[src/isc_pkg.sv]
// constants for the instruction segment cache
package isc_pkg;
  localparam int SEG_CNT      = 4;
  localparam int SEG_BYTES    = 128;
  localparam int SUB_CNT      = 8;
  localparam int SUB_LW       = 4;
  localparam int TAG_W        = 22;
  localparam int ADDR_W       = 32;
  localparam int LW_ADDR_W    = 27;
  localparam int WORD_ADDR_W  = 28;
  localparam int DATA_W       = 32;
  localparam int INSN_W       = 16;
  localparam int TAG_LSB      = 10;
  localparam int SUB_LSB      = 7;
  localparam int LW_LSB       = 5;
  localparam int HALF_LSB     = 4;
  localparam int LW_TOTAL     = SEG_CNT * SUB_CNT * SUB_LW;
  localparam logic [1:0] LW_LAST = 2'h3;
endpackage

[src/isc_cache.sv]
// instruction segment cache: lookup, lru, subsegment fill, flush
`timescale 1ns/100ps
`default_nettype none
module isc_cache
  import isc_pkg::*;
(
  // clock and reset
  input  wire logic                      REF_CLK,
  input  wire logic                      SYS_RST,
  input  wire logic                      CLK_EN,
  // host control
  input  wire logic                      FLUSH,
  // fetch port from execution section
  input  wire logic                      FETCH_REQ,
  input  wire logic [isc_pkg::ADDR_W-1:0] FETCH_ADDR,
  output logic                           FETCH_ACK,
  output logic [isc_pkg::INSN_W-1:0]     FETCH_DATA,
  // memory controller port
  output logic                           MEM_REQ,
  output logic [isc_pkg::LW_ADDR_W-1:0]  MEM_ADDR,
  input  wire logic                      MEM_ACK,
  input  wire logic [isc_pkg::DATA_W-1:0] MEM_DATA
);
  import isc_pkg::*;

  // segment ids, subsegment and word selects are hard-wired to 4 x 8 x 4
  if (SEG_CNT != 4 || SUB_CNT != 8 || SUB_LW != 4 ||
      SEG_CNT * SEG_BYTES != 512 || TAG_W != ADDR_W - TAG_LSB) begin : geom_check
    $error("isc_cache: geometry must be 4 x 128 bytes");
  end

  typedef enum logic [1:0] {ST_IDLE, ST_FILL, ST_DONE} isc_state_t;

  typedef struct packed {
    isc_state_t                       state;
    logic [SEG_CNT-1:0][TAG_W-1:0]    seg_tag;
    logic [SEG_CNT-1:0][SUB_CNT-1:0]  valid;
    logic [SEG_CNT-1:0][1:0]          lru;
    logic [1:0]                       fill_seg;
    logic [1:0]                       fill_lw;
    logic                             ack;
    logic [INSN_W-1:0]                data;
    logic                             mem_req;
    logic [LW_ADDR_W-1:0]             mem_addr;
  } isc_regs_t;

  isc_regs_t r;
  isc_regs_t next_r;

  // long-word array, written only during a fill
  logic [DATA_W-1:0] store [LW_TOTAL];

  // move the given segment to the top of the usage stack
  function automatic logic [SEG_CNT-1:0][1:0] lru_touch(
    input logic [SEG_CNT-1:0][1:0] s, input logic [1:0] id);
    logic [SEG_CNT-1:0][1:0] o;
    logic                    seen;
    o    = s;
    seen = 1'b0;
    for (int i = SEG_CNT - 1; i > 0; i--) begin
      if (s[i] == id) seen = 1'b1;
      if (seen) o[i] = s[i-1];
    end
    o[0] = id;
    return o;
  endfunction

  function automatic logic [6:0] lw_index(
    input logic [1:0] seg, input logic [2:0] sub, input logic [1:0] lw);
    return {seg, sub, lw};
  endfunction

  logic [TAG_W-1:0]   f_tag;
  logic [2:0]         f_sub;
  logic [1:0]         f_lw;
  logic               f_half;
  logic               tag_hit;
  logic [1:0]         hit_seg;
  logic               hit;
  logic [DATA_W-1:0]  hit_word;

  // low four bits ignored, whatever their value
  assign f_tag  = FETCH_ADDR[ADDR_W-1:TAG_LSB];
  assign f_sub  = FETCH_ADDR[TAG_LSB-1:SUB_LSB];
  assign f_lw   = FETCH_ADDR[SUB_LSB-1:LW_LSB];
  assign f_half = FETCH_ADDR[HALF_LSB];

  always_comb begin
    tag_hit = 1'b0;
    hit_seg = 2'h0;
    for (int i = 0; i < SEG_CNT; i++) begin
      if (r.seg_tag[i] == f_tag && !tag_hit) begin
        tag_hit = 1'b1;
        hit_seg = 2'(i);
      end
    end
  end

  assign hit      = tag_hit && r.valid[hit_seg][f_sub];
  assign hit_word = store[lw_index(hit_seg, f_sub, f_lw)];

  always_ff @(posedge REF_CLK) begin
    if (CLK_EN && r.state == ST_FILL && MEM_ACK) begin
      store[lw_index(r.fill_seg, f_sub, r.fill_lw)] <= MEM_DATA;
    end
  end

  // fetch address must stay stable while a request is pending
  always_comb begin
    next_r     = r;
    next_r.ack = 1'b0;
    case (r.state)
      ST_IDLE: begin
        if (FETCH_REQ && !FLUSH) begin
          if (hit) begin
            next_r.ack  = 1'b1;
            next_r.data = f_half ? hit_word[DATA_W-1:INSN_W] : hit_word[INSN_W-1:0];
            next_r.lru  = lru_touch(r.lru, hit_seg);
            next_r.state = ST_DONE;
          end else begin
            // reuse a matching segment, else take the bottom of the stack
            next_r.fill_seg = tag_hit ? hit_seg : r.lru[SEG_CNT-1];
            if (!tag_hit) begin
              next_r.seg_tag[r.lru[SEG_CNT-1]] = f_tag;
              next_r.valid[r.lru[SEG_CNT-1]]   = '0;
            end
            next_r.fill_lw  = 2'h0;
            next_r.mem_req  = 1'b1;
            next_r.mem_addr = {FETCH_ADDR[ADDR_W-1:SUB_LSB], 2'h0};
            next_r.state    = ST_FILL;
          end
        end
      end
      ST_FILL: begin
        if (MEM_ACK) begin
          if (r.fill_lw == LW_LAST) begin
            next_r.mem_req = 1'b0;
            next_r.valid[r.fill_seg][f_sub] = 1'b1;
            next_r.state = ST_IDLE;
          end else begin
            next_r.fill_lw  = r.fill_lw + 2'h1;
            next_r.mem_addr = r.mem_addr + LW_ADDR_W'(1);
          end
        end
      end
      ST_DONE: begin
        next_r.state = ST_IDLE;
      end
      default: next_r.state = ST_IDLE;
    endcase
    // flush clears all valid bits, tags and lru are kept; an in-flight fill is abandoned
    if (FLUSH) begin
      next_r.valid   = '0;
      next_r.mem_req = 1'b0;
      next_r.state   = ST_IDLE;
    end
  end

  always_ff @(posedge REF_CLK) begin
    if (SYS_RST) begin
      r.state    <= ST_IDLE;
      r.seg_tag  <= '0;
      r.valid    <= '0;
      r.lru      <= {2'h3, 2'h2, 2'h1, 2'h0};
      r.fill_seg <= 2'h0;
      r.fill_lw  <= 2'h0;
      r.ack      <= 1'b0;
      r.data     <= '0;
      r.mem_req  <= 1'b0;
      r.mem_addr <= '0;
    end else if (CLK_EN) begin
      r <= next_r;
    end
  end

  assign FETCH_ACK  = r.ack;
  assign FETCH_DATA = r.data;
  assign MEM_REQ    = r.mem_req;
  assign MEM_ADDR   = r.mem_addr;

  // assertions
  hit_no_mem_a: assert property (@(posedge REF_CLK) disable iff (SYS_RST)
    CLK_EN && r.state == ST_IDLE && FETCH_REQ && !FLUSH && hit |=> !MEM_REQ && FETCH_ACK)
    else $error("hit started a memory fetch");
  miss_req_a: assert property (@(posedge REF_CLK) disable iff (SYS_RST)
    CLK_EN && r.state == ST_IDLE && FETCH_REQ && !FLUSH && !hit |=> MEM_REQ && !FETCH_ACK)
    else $error("miss did not request memory");
  flush_clear_a: assert property (@(posedge REF_CLK) disable iff (SYS_RST)
    CLK_EN && FLUSH |=> r.valid == '0 && !MEM_REQ)
    else $error("flush left valid data");
  reset_clear_a: assert property (@(posedge REF_CLK)
    SYS_RST |=> r.valid == '0)
    else $error("reset left valid data");
  lru_victim_a: assert property (@(posedge REF_CLK) disable iff (SYS_RST)
    CLK_EN && r.state == ST_IDLE && FETCH_REQ && !FLUSH && !tag_hit
    |=> r.fill_seg == $past(r.lru[SEG_CNT-1]))
    else $error("victim is not least recently used");
  lru_top_a: assert property (@(posedge REF_CLK) disable iff (SYS_RST)
    CLK_EN && r.state == ST_IDLE && FETCH_REQ && !FLUSH && hit |=> r.lru[0] == $past(hit_seg))
    else $error("used segment not on top of stack");
  fill_addr_a: assert property (@(posedge REF_CLK) disable iff (SYS_RST)
    CLK_EN && r.state == ST_IDLE && FETCH_REQ && !FLUSH && !hit
    |=> MEM_ADDR == {$past(FETCH_ADDR[ADDR_W-1:SUB_LSB]), 2'h0})
    else $error("fill address wrong");
  fill_valid_a: assert property (@(posedge REF_CLK) disable iff (SYS_RST)
    CLK_EN && !FLUSH && r.state == ST_FILL && MEM_ACK && r.fill_lw == LW_LAST
    |=> r.valid[$past(r.fill_seg)][$past(f_sub)] && !MEM_REQ)
    else $error("completed subsegment not valid");
endmodule
`default_nettype wire

[config.mk]
export PLATFORM = sky130hd
export DESIGN_NAME = isc_cache
export DESIGN_NICKNAME = d
export VERILOG_FILES = /design/src/isc_pkg.sv /design/src/isc_cache.sv
export SDC_FILE = /design/constraint.sdc
export NUM_CORES = 2
export LEC_CHECK = 0
export BUFFER_PORTS_ARGS = -buffer_cell sky130_fd_sc_hd__clkbuf_2
export CAP_MARGIN = 15
export CORE_ASPECT_RATIO = 1.5
export CORE_MARGIN = 2
export CORE_UTILIZATION = 40
export CTS_CLUSTER_SIZE = 16
export DETAILED_ROUTE_END_ITERATION = 8
export GPL_ROUTABILITY_DRIVEN = 0
export PLACE_DENSITY = 0.53
export SLEW_MARGIN = 0
export SYNTH_ARGS = -nofsm -noshare
export SYNTH_HDL_FRONTEND = slang
export SYNTH_SLANG_ARGS = --single-unit
export TNS_END_PERCENT = 30
[constraint.sdc]
create_clock -name REF_CLK -period 8.6 [get_ports REF_CLK]
set_input_delay 1.72 -clock REF_CLK [delete_from_list [all_inputs] [get_ports REF_CLK]]
set_output_delay 1.72 -clock REF_CLK [all_outputs]
set_load 0.02 [all_outputs]
* After elaboration in Yosys (flattened, before gate mapping) *
Memories as Yosys holds them, arrays and structs flattened.
Index checks and enable logic that the tools add are counted.

word-level totals
  output and inout port bits = 45
  memories kept = 1
  flip-flop bits (word level) = 179
  memory bits (writable) = 4096
  word-level logic and storage cells = 143
  bits of input ports = 70

memories
  memory  words  bits a word  read ports  clocked after Yosys merged registers in  write ports  RTL line         source
  store   128    32           1           0                                        1            isc_cache.sv:51  logic [DATA_W-1:0] store [LW_TOTAL];

operators by class
  reduce and logical (&&, ||, !) cells = 27
  muxes and demuxes = 64
  equality and inequality tests = 18
  order comparisons = 7
  bitwise gates (word level) = 5
  add/subtract/negate cells = 2

operators by type and width
  cell                                                             number
  120-bit 2-to-1 mux                                               2
  179-bit 2-to-1 mux                                               1
  32-bit 2-to-1 mux                                                3
  88-bit bitwise mux                                               1
  22-bit == test                                                   4
  32-bit one-hot mux with 2 select lines                           1
  28-bit 2-to-1 mux                                                2
  28-bit one-hot mux with 2 select lines                           1
  22-bit demux with 2-bit select                                   1
  17-bit 2-to-1 mux                                                2
  32-bit AND                                                       1
  8-bit demux with 2-bit select                                    2
  8-bit 2-to-1 mux                                                 4
  32-bit NOT                                                       1
  32-bit OR                                                        1
  27-bit by 1-bit adder with 27-bit output, second input constant  1
  27-bit 2-to-1 mux                                                1
  2-bit 2-to-1 mux                                                 12
  1-bit 2-to-1 mux                                                 23
  22-bit 2-to-1 mux                                                1
  5-bit AND reduction                                              4
  8-bit binary-select mux with 2-bit select                        1
  16-bit 2-to-1 mux                                                1
  3-bit != test, second input constant                             4
  23 further kinds                                                 48

* Logic depth before layout (Yosys ltp) *
  depth after elaboration = 32
  mapped depth = 15
  mapped depth without buffers = 10

* Worst setup path after synthesis *
Ideal clock, no wire load.

  path type = input port to flip-flop
  start point = in FETCH_ADDR[7] (netlist bit)
  end point = mem store[84][0], enable pin
  required time = 8.139 ns
  stages on the path = 7
  path buffers = 3
  slack = 2.558 ns
  setup time = 0.461 ns
  arrival time = 5.581 ns
  path through = clkbuf_1 -> inv_2 -> buf_1 -> clkbuf_1 -> nor3_1 -> nand3_1 -> nor3_1

RTL lines
  element          RTL line         source
  start, declared  isc_cache.sv:15  input wire logic [isc_pkg::ADDR_W-1:0] FETCH_ADDR,
  end, declared    isc_cache.sv:51

Straight into the memory's write port.

* Worst setup path in the final report *
  start point = in FETCH_ADDR[14] (netlist bit)
  end point = reg r, in the netlist FETCH_DATA[7]

between the ends
  word-level cells in the longest chain between the ends = 17
  elaborated cells between the ends (all ways) = 25
  those cells by class = eq/ne: 4; mux: 12; reduce/logical: 8; memory: 1

RTL lines
  element                                    RTL line          source
  22-bit == test                             isc_cache.sv:92   if (r.seg_tag[i] == f_tag && !tag_hit) begin
  1-bit 2-to-1 mux                           isc_cache.sv:92
  1-bit zero test                            isc_cache.sv:92
  1-bit logical AND                          isc_cache.sv:92
  1-bit 2-to-1 mux                           isc_cache.sv:92
  1-bit zero test                            isc_cache.sv:92
  1-bit logical AND                          isc_cache.sv:92
  1-bit 2-to-1 mux                           isc_cache.sv:92
  1-bit zero test                            isc_cache.sv:92
  1-bit logical AND                          isc_cache.sv:92
  2-bit 2-to-1 mux                           isc_cache.sv:92
  8-bit binary-select mux with 2-bit select  isc_cache.sv:99   assign hit = tag_hit && r.valid[hit_seg][f_sub];
  8-bit 2-to-1 mux (implied by the code)     isc_cache.sv:99
  1-bit binary-select mux with 3-bit select  isc_cache.sv:99
  1-bit 2-to-1 mux (implied by the code)     isc_cache.sv:99
  1-bit logical AND                          isc_cache.sv:99
  4-bit AND reduction (no line)              --
  end signal, assigned                       isc_cache.sv:172  r <= next_r;
  end, declared                              isc_cache.sv:47   isc_regs_t r;

Several ways; a longest one is shown, not always the timed one. The select of a mux whose other input is x is not followed.
A chain may end at the register's enable or synchronous reset.

==> results by group <==
Finish
  • Area delta synth->final: 13.2%
  • Layout net count: 7919
  • Share of cells above drive strength 1: 26.9%
  • Commonest non-fill, non-tap cell in the layout: edfxtp_1
  • Layout Utilization: 45.4%
  • Most frequent cells in the layout: edfxtp_1 (4096), mux4_2 (1036), a22oi_1 (422)

STA
  • Hold slack: 468 ps
  • Fin. max-slew vios: 0
  • Final critical-path share of the clock period: 65.6%
  • F_max: 177 MHz
  • Setup violators final: 0
  • Min cycle time layout: 5640 ps
  • Fin. Hold Viols: 0
  • Rel. slew slack: 7.44%
  • Final setup TNS: 0 ps
  • Clock Skews: 50.9 ps
  • RSZ-0062 raised after global routing: no
  • Actual slew at the worst max-slew pin: 1390 ps

Yosys
  • Yosys top cell area share: 75.4%
  • Number of distinct library cells after synthesis: 62
  • Async set-or-reset flop fraction in the synthesized netlist: 0%
  • Syn_nets: 7579
  • Register area share after synthesis: 77.6%
  • YS warnings: 0
  • Syn_area_per_cell: 21.7 sq um
  • Number of synthesized flops with an enable pin: 4096
  • Ys flop type: edfxtp_1
  • Cell Area, Synth: 163000 sq um
  • Count of state elements after synthesis: 4275
  • Synth area leader: edfxtp_1
  • Leading post-synthesis cells by cell area: edfxtp_1 (75%), mux4_2 (14%), dfxtp_1 (2.2%), a22oi_1 (1.9%), nor2_1 (0.86%)
  • Synth Instances: 7507

Setup path
  • Number of buffers and inverters on the critical path: 2
  • Delay of the slowest cell on the worst path: 850 ps
  • Worst-path cell chain: clkbuf_2, xor2_1, nor4_1, nand4_1, nor4_4, a21o_1, and2_4, buf_12, a31oi_1, a21oi_1, mux4_2, o21ai_0
  • Critical Path RT: 9400 ps
  • CP Launch Type: primary input
  • Largest delay contributor family on the critical path: simple AND/OR/NAND/NOR gates
  • CP Capture Type: register
  • Crit path DAT: 6450 ps
  • Worst path slowest cell: a21oi_1
  • Peak fanout along the critical path: 32
  • Worst Path Class, Setup: in2reg

Drt
  • Antenna Nets Post-Route: 0
  • Initial DRC count: 8886
  • DR WL/cell: 35.1 um
  • DRT Wirelength: 474000 um
  • Via/cell ratio: 5.93
  • Drt drc: 0
  • Drt pass-1 iters: 6
  • Vias: 80056

Power
  • Maximum vdd drop: 0.142 mV
  • Switching pwr: 8900 uW
  • LEAKAGE: 0.0568 uW
  • Sequential power share: 54.4%
  • Comb power frac: 4.6%
  • Pwr dens: 227 nW/um^2
  • Clock power frac: 41.0%
  • Sw frac: 21.2%
  • P_int: 33000 uW
  • Design Power: 41900 uW

Die
  • Row count: 287
  • Die W: 525 um
  • Die Y: 786 um
  • Core area: 406000 sq um
  • I/O Pins: 115
  • Die area: 413000 sq um
  • Starting density of the core: 40.1%

Clock network
  • Inserted Clock Buffers: 389
  • # hold bufs at CTS: 0
  • H-tree depth: 5
  • Max clock buf depth: 4
  • Root Driver: clkbuf_16
  • Sink Count: 4275
  • Clock transition at path regs: 60 ps
  • CTS tree: built
  • Setup Buffers After CTS: 0
  • Skew-Pair Late Insertion Delay: 960 ps
  • Post_cts resized: 0

Outcome
  • Status: finished, final reports clean

Global routing
  • Initial antenna violation count: 20
  • Pin count of the biggest net entering global routing: 93
  • Total global routing overflow: 0
  • First-pass GRT wire length: 656000 um
  • Number of global-route vias before repair: 82562
  • GRT Total Usage: 22.6%

Place
  • HPWL after DPL: 271000 um
  • Input/output buffers: 110

Run
  • # Max-Cap Violations: 0

Worst hold path
  • Hold Path Class: reg2reg
-- sequential cells by signal (all words and copies together) (netlist names), named ones only --
signal,count
FETCH_ACK,1
MEM_REQ,1
MEM_ADDR,27
store,4096
r,46
FETCH_DATA,16
-- cell usage after synthesis (5+ instances only) --
| library cell | count |
|---|---|
| a211oi_1 | 27 |
| a21oi_1 | 73 |
| a221oi_1 | 33 |
| a22o_1 | 19 |
| a22oi_1 | 422 |
| a31oi_1 | 8 |
| and2_1 | 6 |
| and3_1 | 7 |
| buf_1 | 79 |
| buf_2 | 101 |
| buf_4 | 43 |
| clkbuf_1 | 268 |
| dfxtp_1 | 179 |
| edfxtp_1 | 4096 |
| inv_1 | 8 |
| mux2_2 | 12 |
| mux2i_1 | 138 |
| mux4_2 | 1036 |
| nand2_1 | 76 |
| nand2b_1 | 9 |
| nand3_1 | 29 |
| nand4_1 | 119 |
| nor2_1 | 373 |
| nor2b_1 | 19 |
| nor3_1 | 63 |
| nor4_1 | 27 |
| o2111ai_1 | 5 |
| o211ai_1 | 12 |
| o21ai_0 | 35 |
| o22ai_1 | 10 |
| o32ai_1 | 7 |
| or2_2 | 8 |
| xnor2_1 | 51 |
| xor2_1 | 59 |
-- power by group through the flow --
stage | sequential (uW) | combinational (uW) | clock, uW
3_5_place_dp | 23300 | 1950 | 0
5_1_grt | 22800 | 2030 | 18200
4_1_cts | 22800 | 1950 | 17500
3_3_place_gp | 23300 | 1920 | 0
6_report | 22800 | 1930 | 17200
2_1_floorplan | 23300 | 975 | 0
-- stage by stage --
stage / instance area, sq um / setup slack [ps] / std cells
floorplan: 163000 / 2560 / 7507
global placement: 172000 / 2070 / 12801
detailed placement: 172000 / 2020 / 12802
CTS: 185000 / 3030 / 13494
global route: 185000 / 3090 / 13495
finish: 185000 / 2960 / 13502
-- area by class of cell --
type,instances,area [sq um]
Sequential cell,4275,127000
Timing Repair Buffer,440,3590
Inverter,10,40.0
Fill cell,33956,222000
Multi-Input combinational cell,2731,35400
Clock buffer,473,10200
Tap cell,5346,6690
Antenna cell,8,20.0
Clock inverter,219,2090
-- cells by family after synthesis --
family | synth area share [%]
compound gates | 3.04
xor+xnor | 0.591
fa+ha+maj | 0.0153
buf+inv | 1.33
flops | 77.6
mux | 15.2
simple gates | 2.13
-- final timing paths --
path / slack [ps] / depth (start not counted) / start / end
worst min register to register: 470 / 2 / r[50]$_SDFFE_PP0P_ / r[50]$_SDFFE_PP0P_
worst max register to register: 3790 / 11 / register / FETCH_DATA[7]$_SDFFE_PP0P_
worst min-delay path: 470 / 2 / r[50]$_SDFFE_PP0P_ / r[50]$_SDFFE_PP0P_
worst max-delay path: 2960 / 12 / FETCH_ADDR[14] / FETCH_DATA[7]$_SDFFE_PP0P_
-- layer usage --
layer  up-vias  global-route usage, %  routed length, um  part of all wire (%)
met3       626                   3.09              28400                   6.0
met4         2                   7.55              17000                   3.6
met1     44215                   28.6             181000                    38
met2      2873                   40.1             248000                    52
li1      32340                      -                  -                     -
met5         -                      0                 14                0.0030
-- tightest hold or removal path, delay by kind of cell (launching register included) --
kind	cells	cell delay [ps]
flip-flops	1	310
AND/OR/NAND/NOR	1	60
AO/OA/AOI/OAI	1	50
Note: power is estimated with default switching activity, not from simulation.
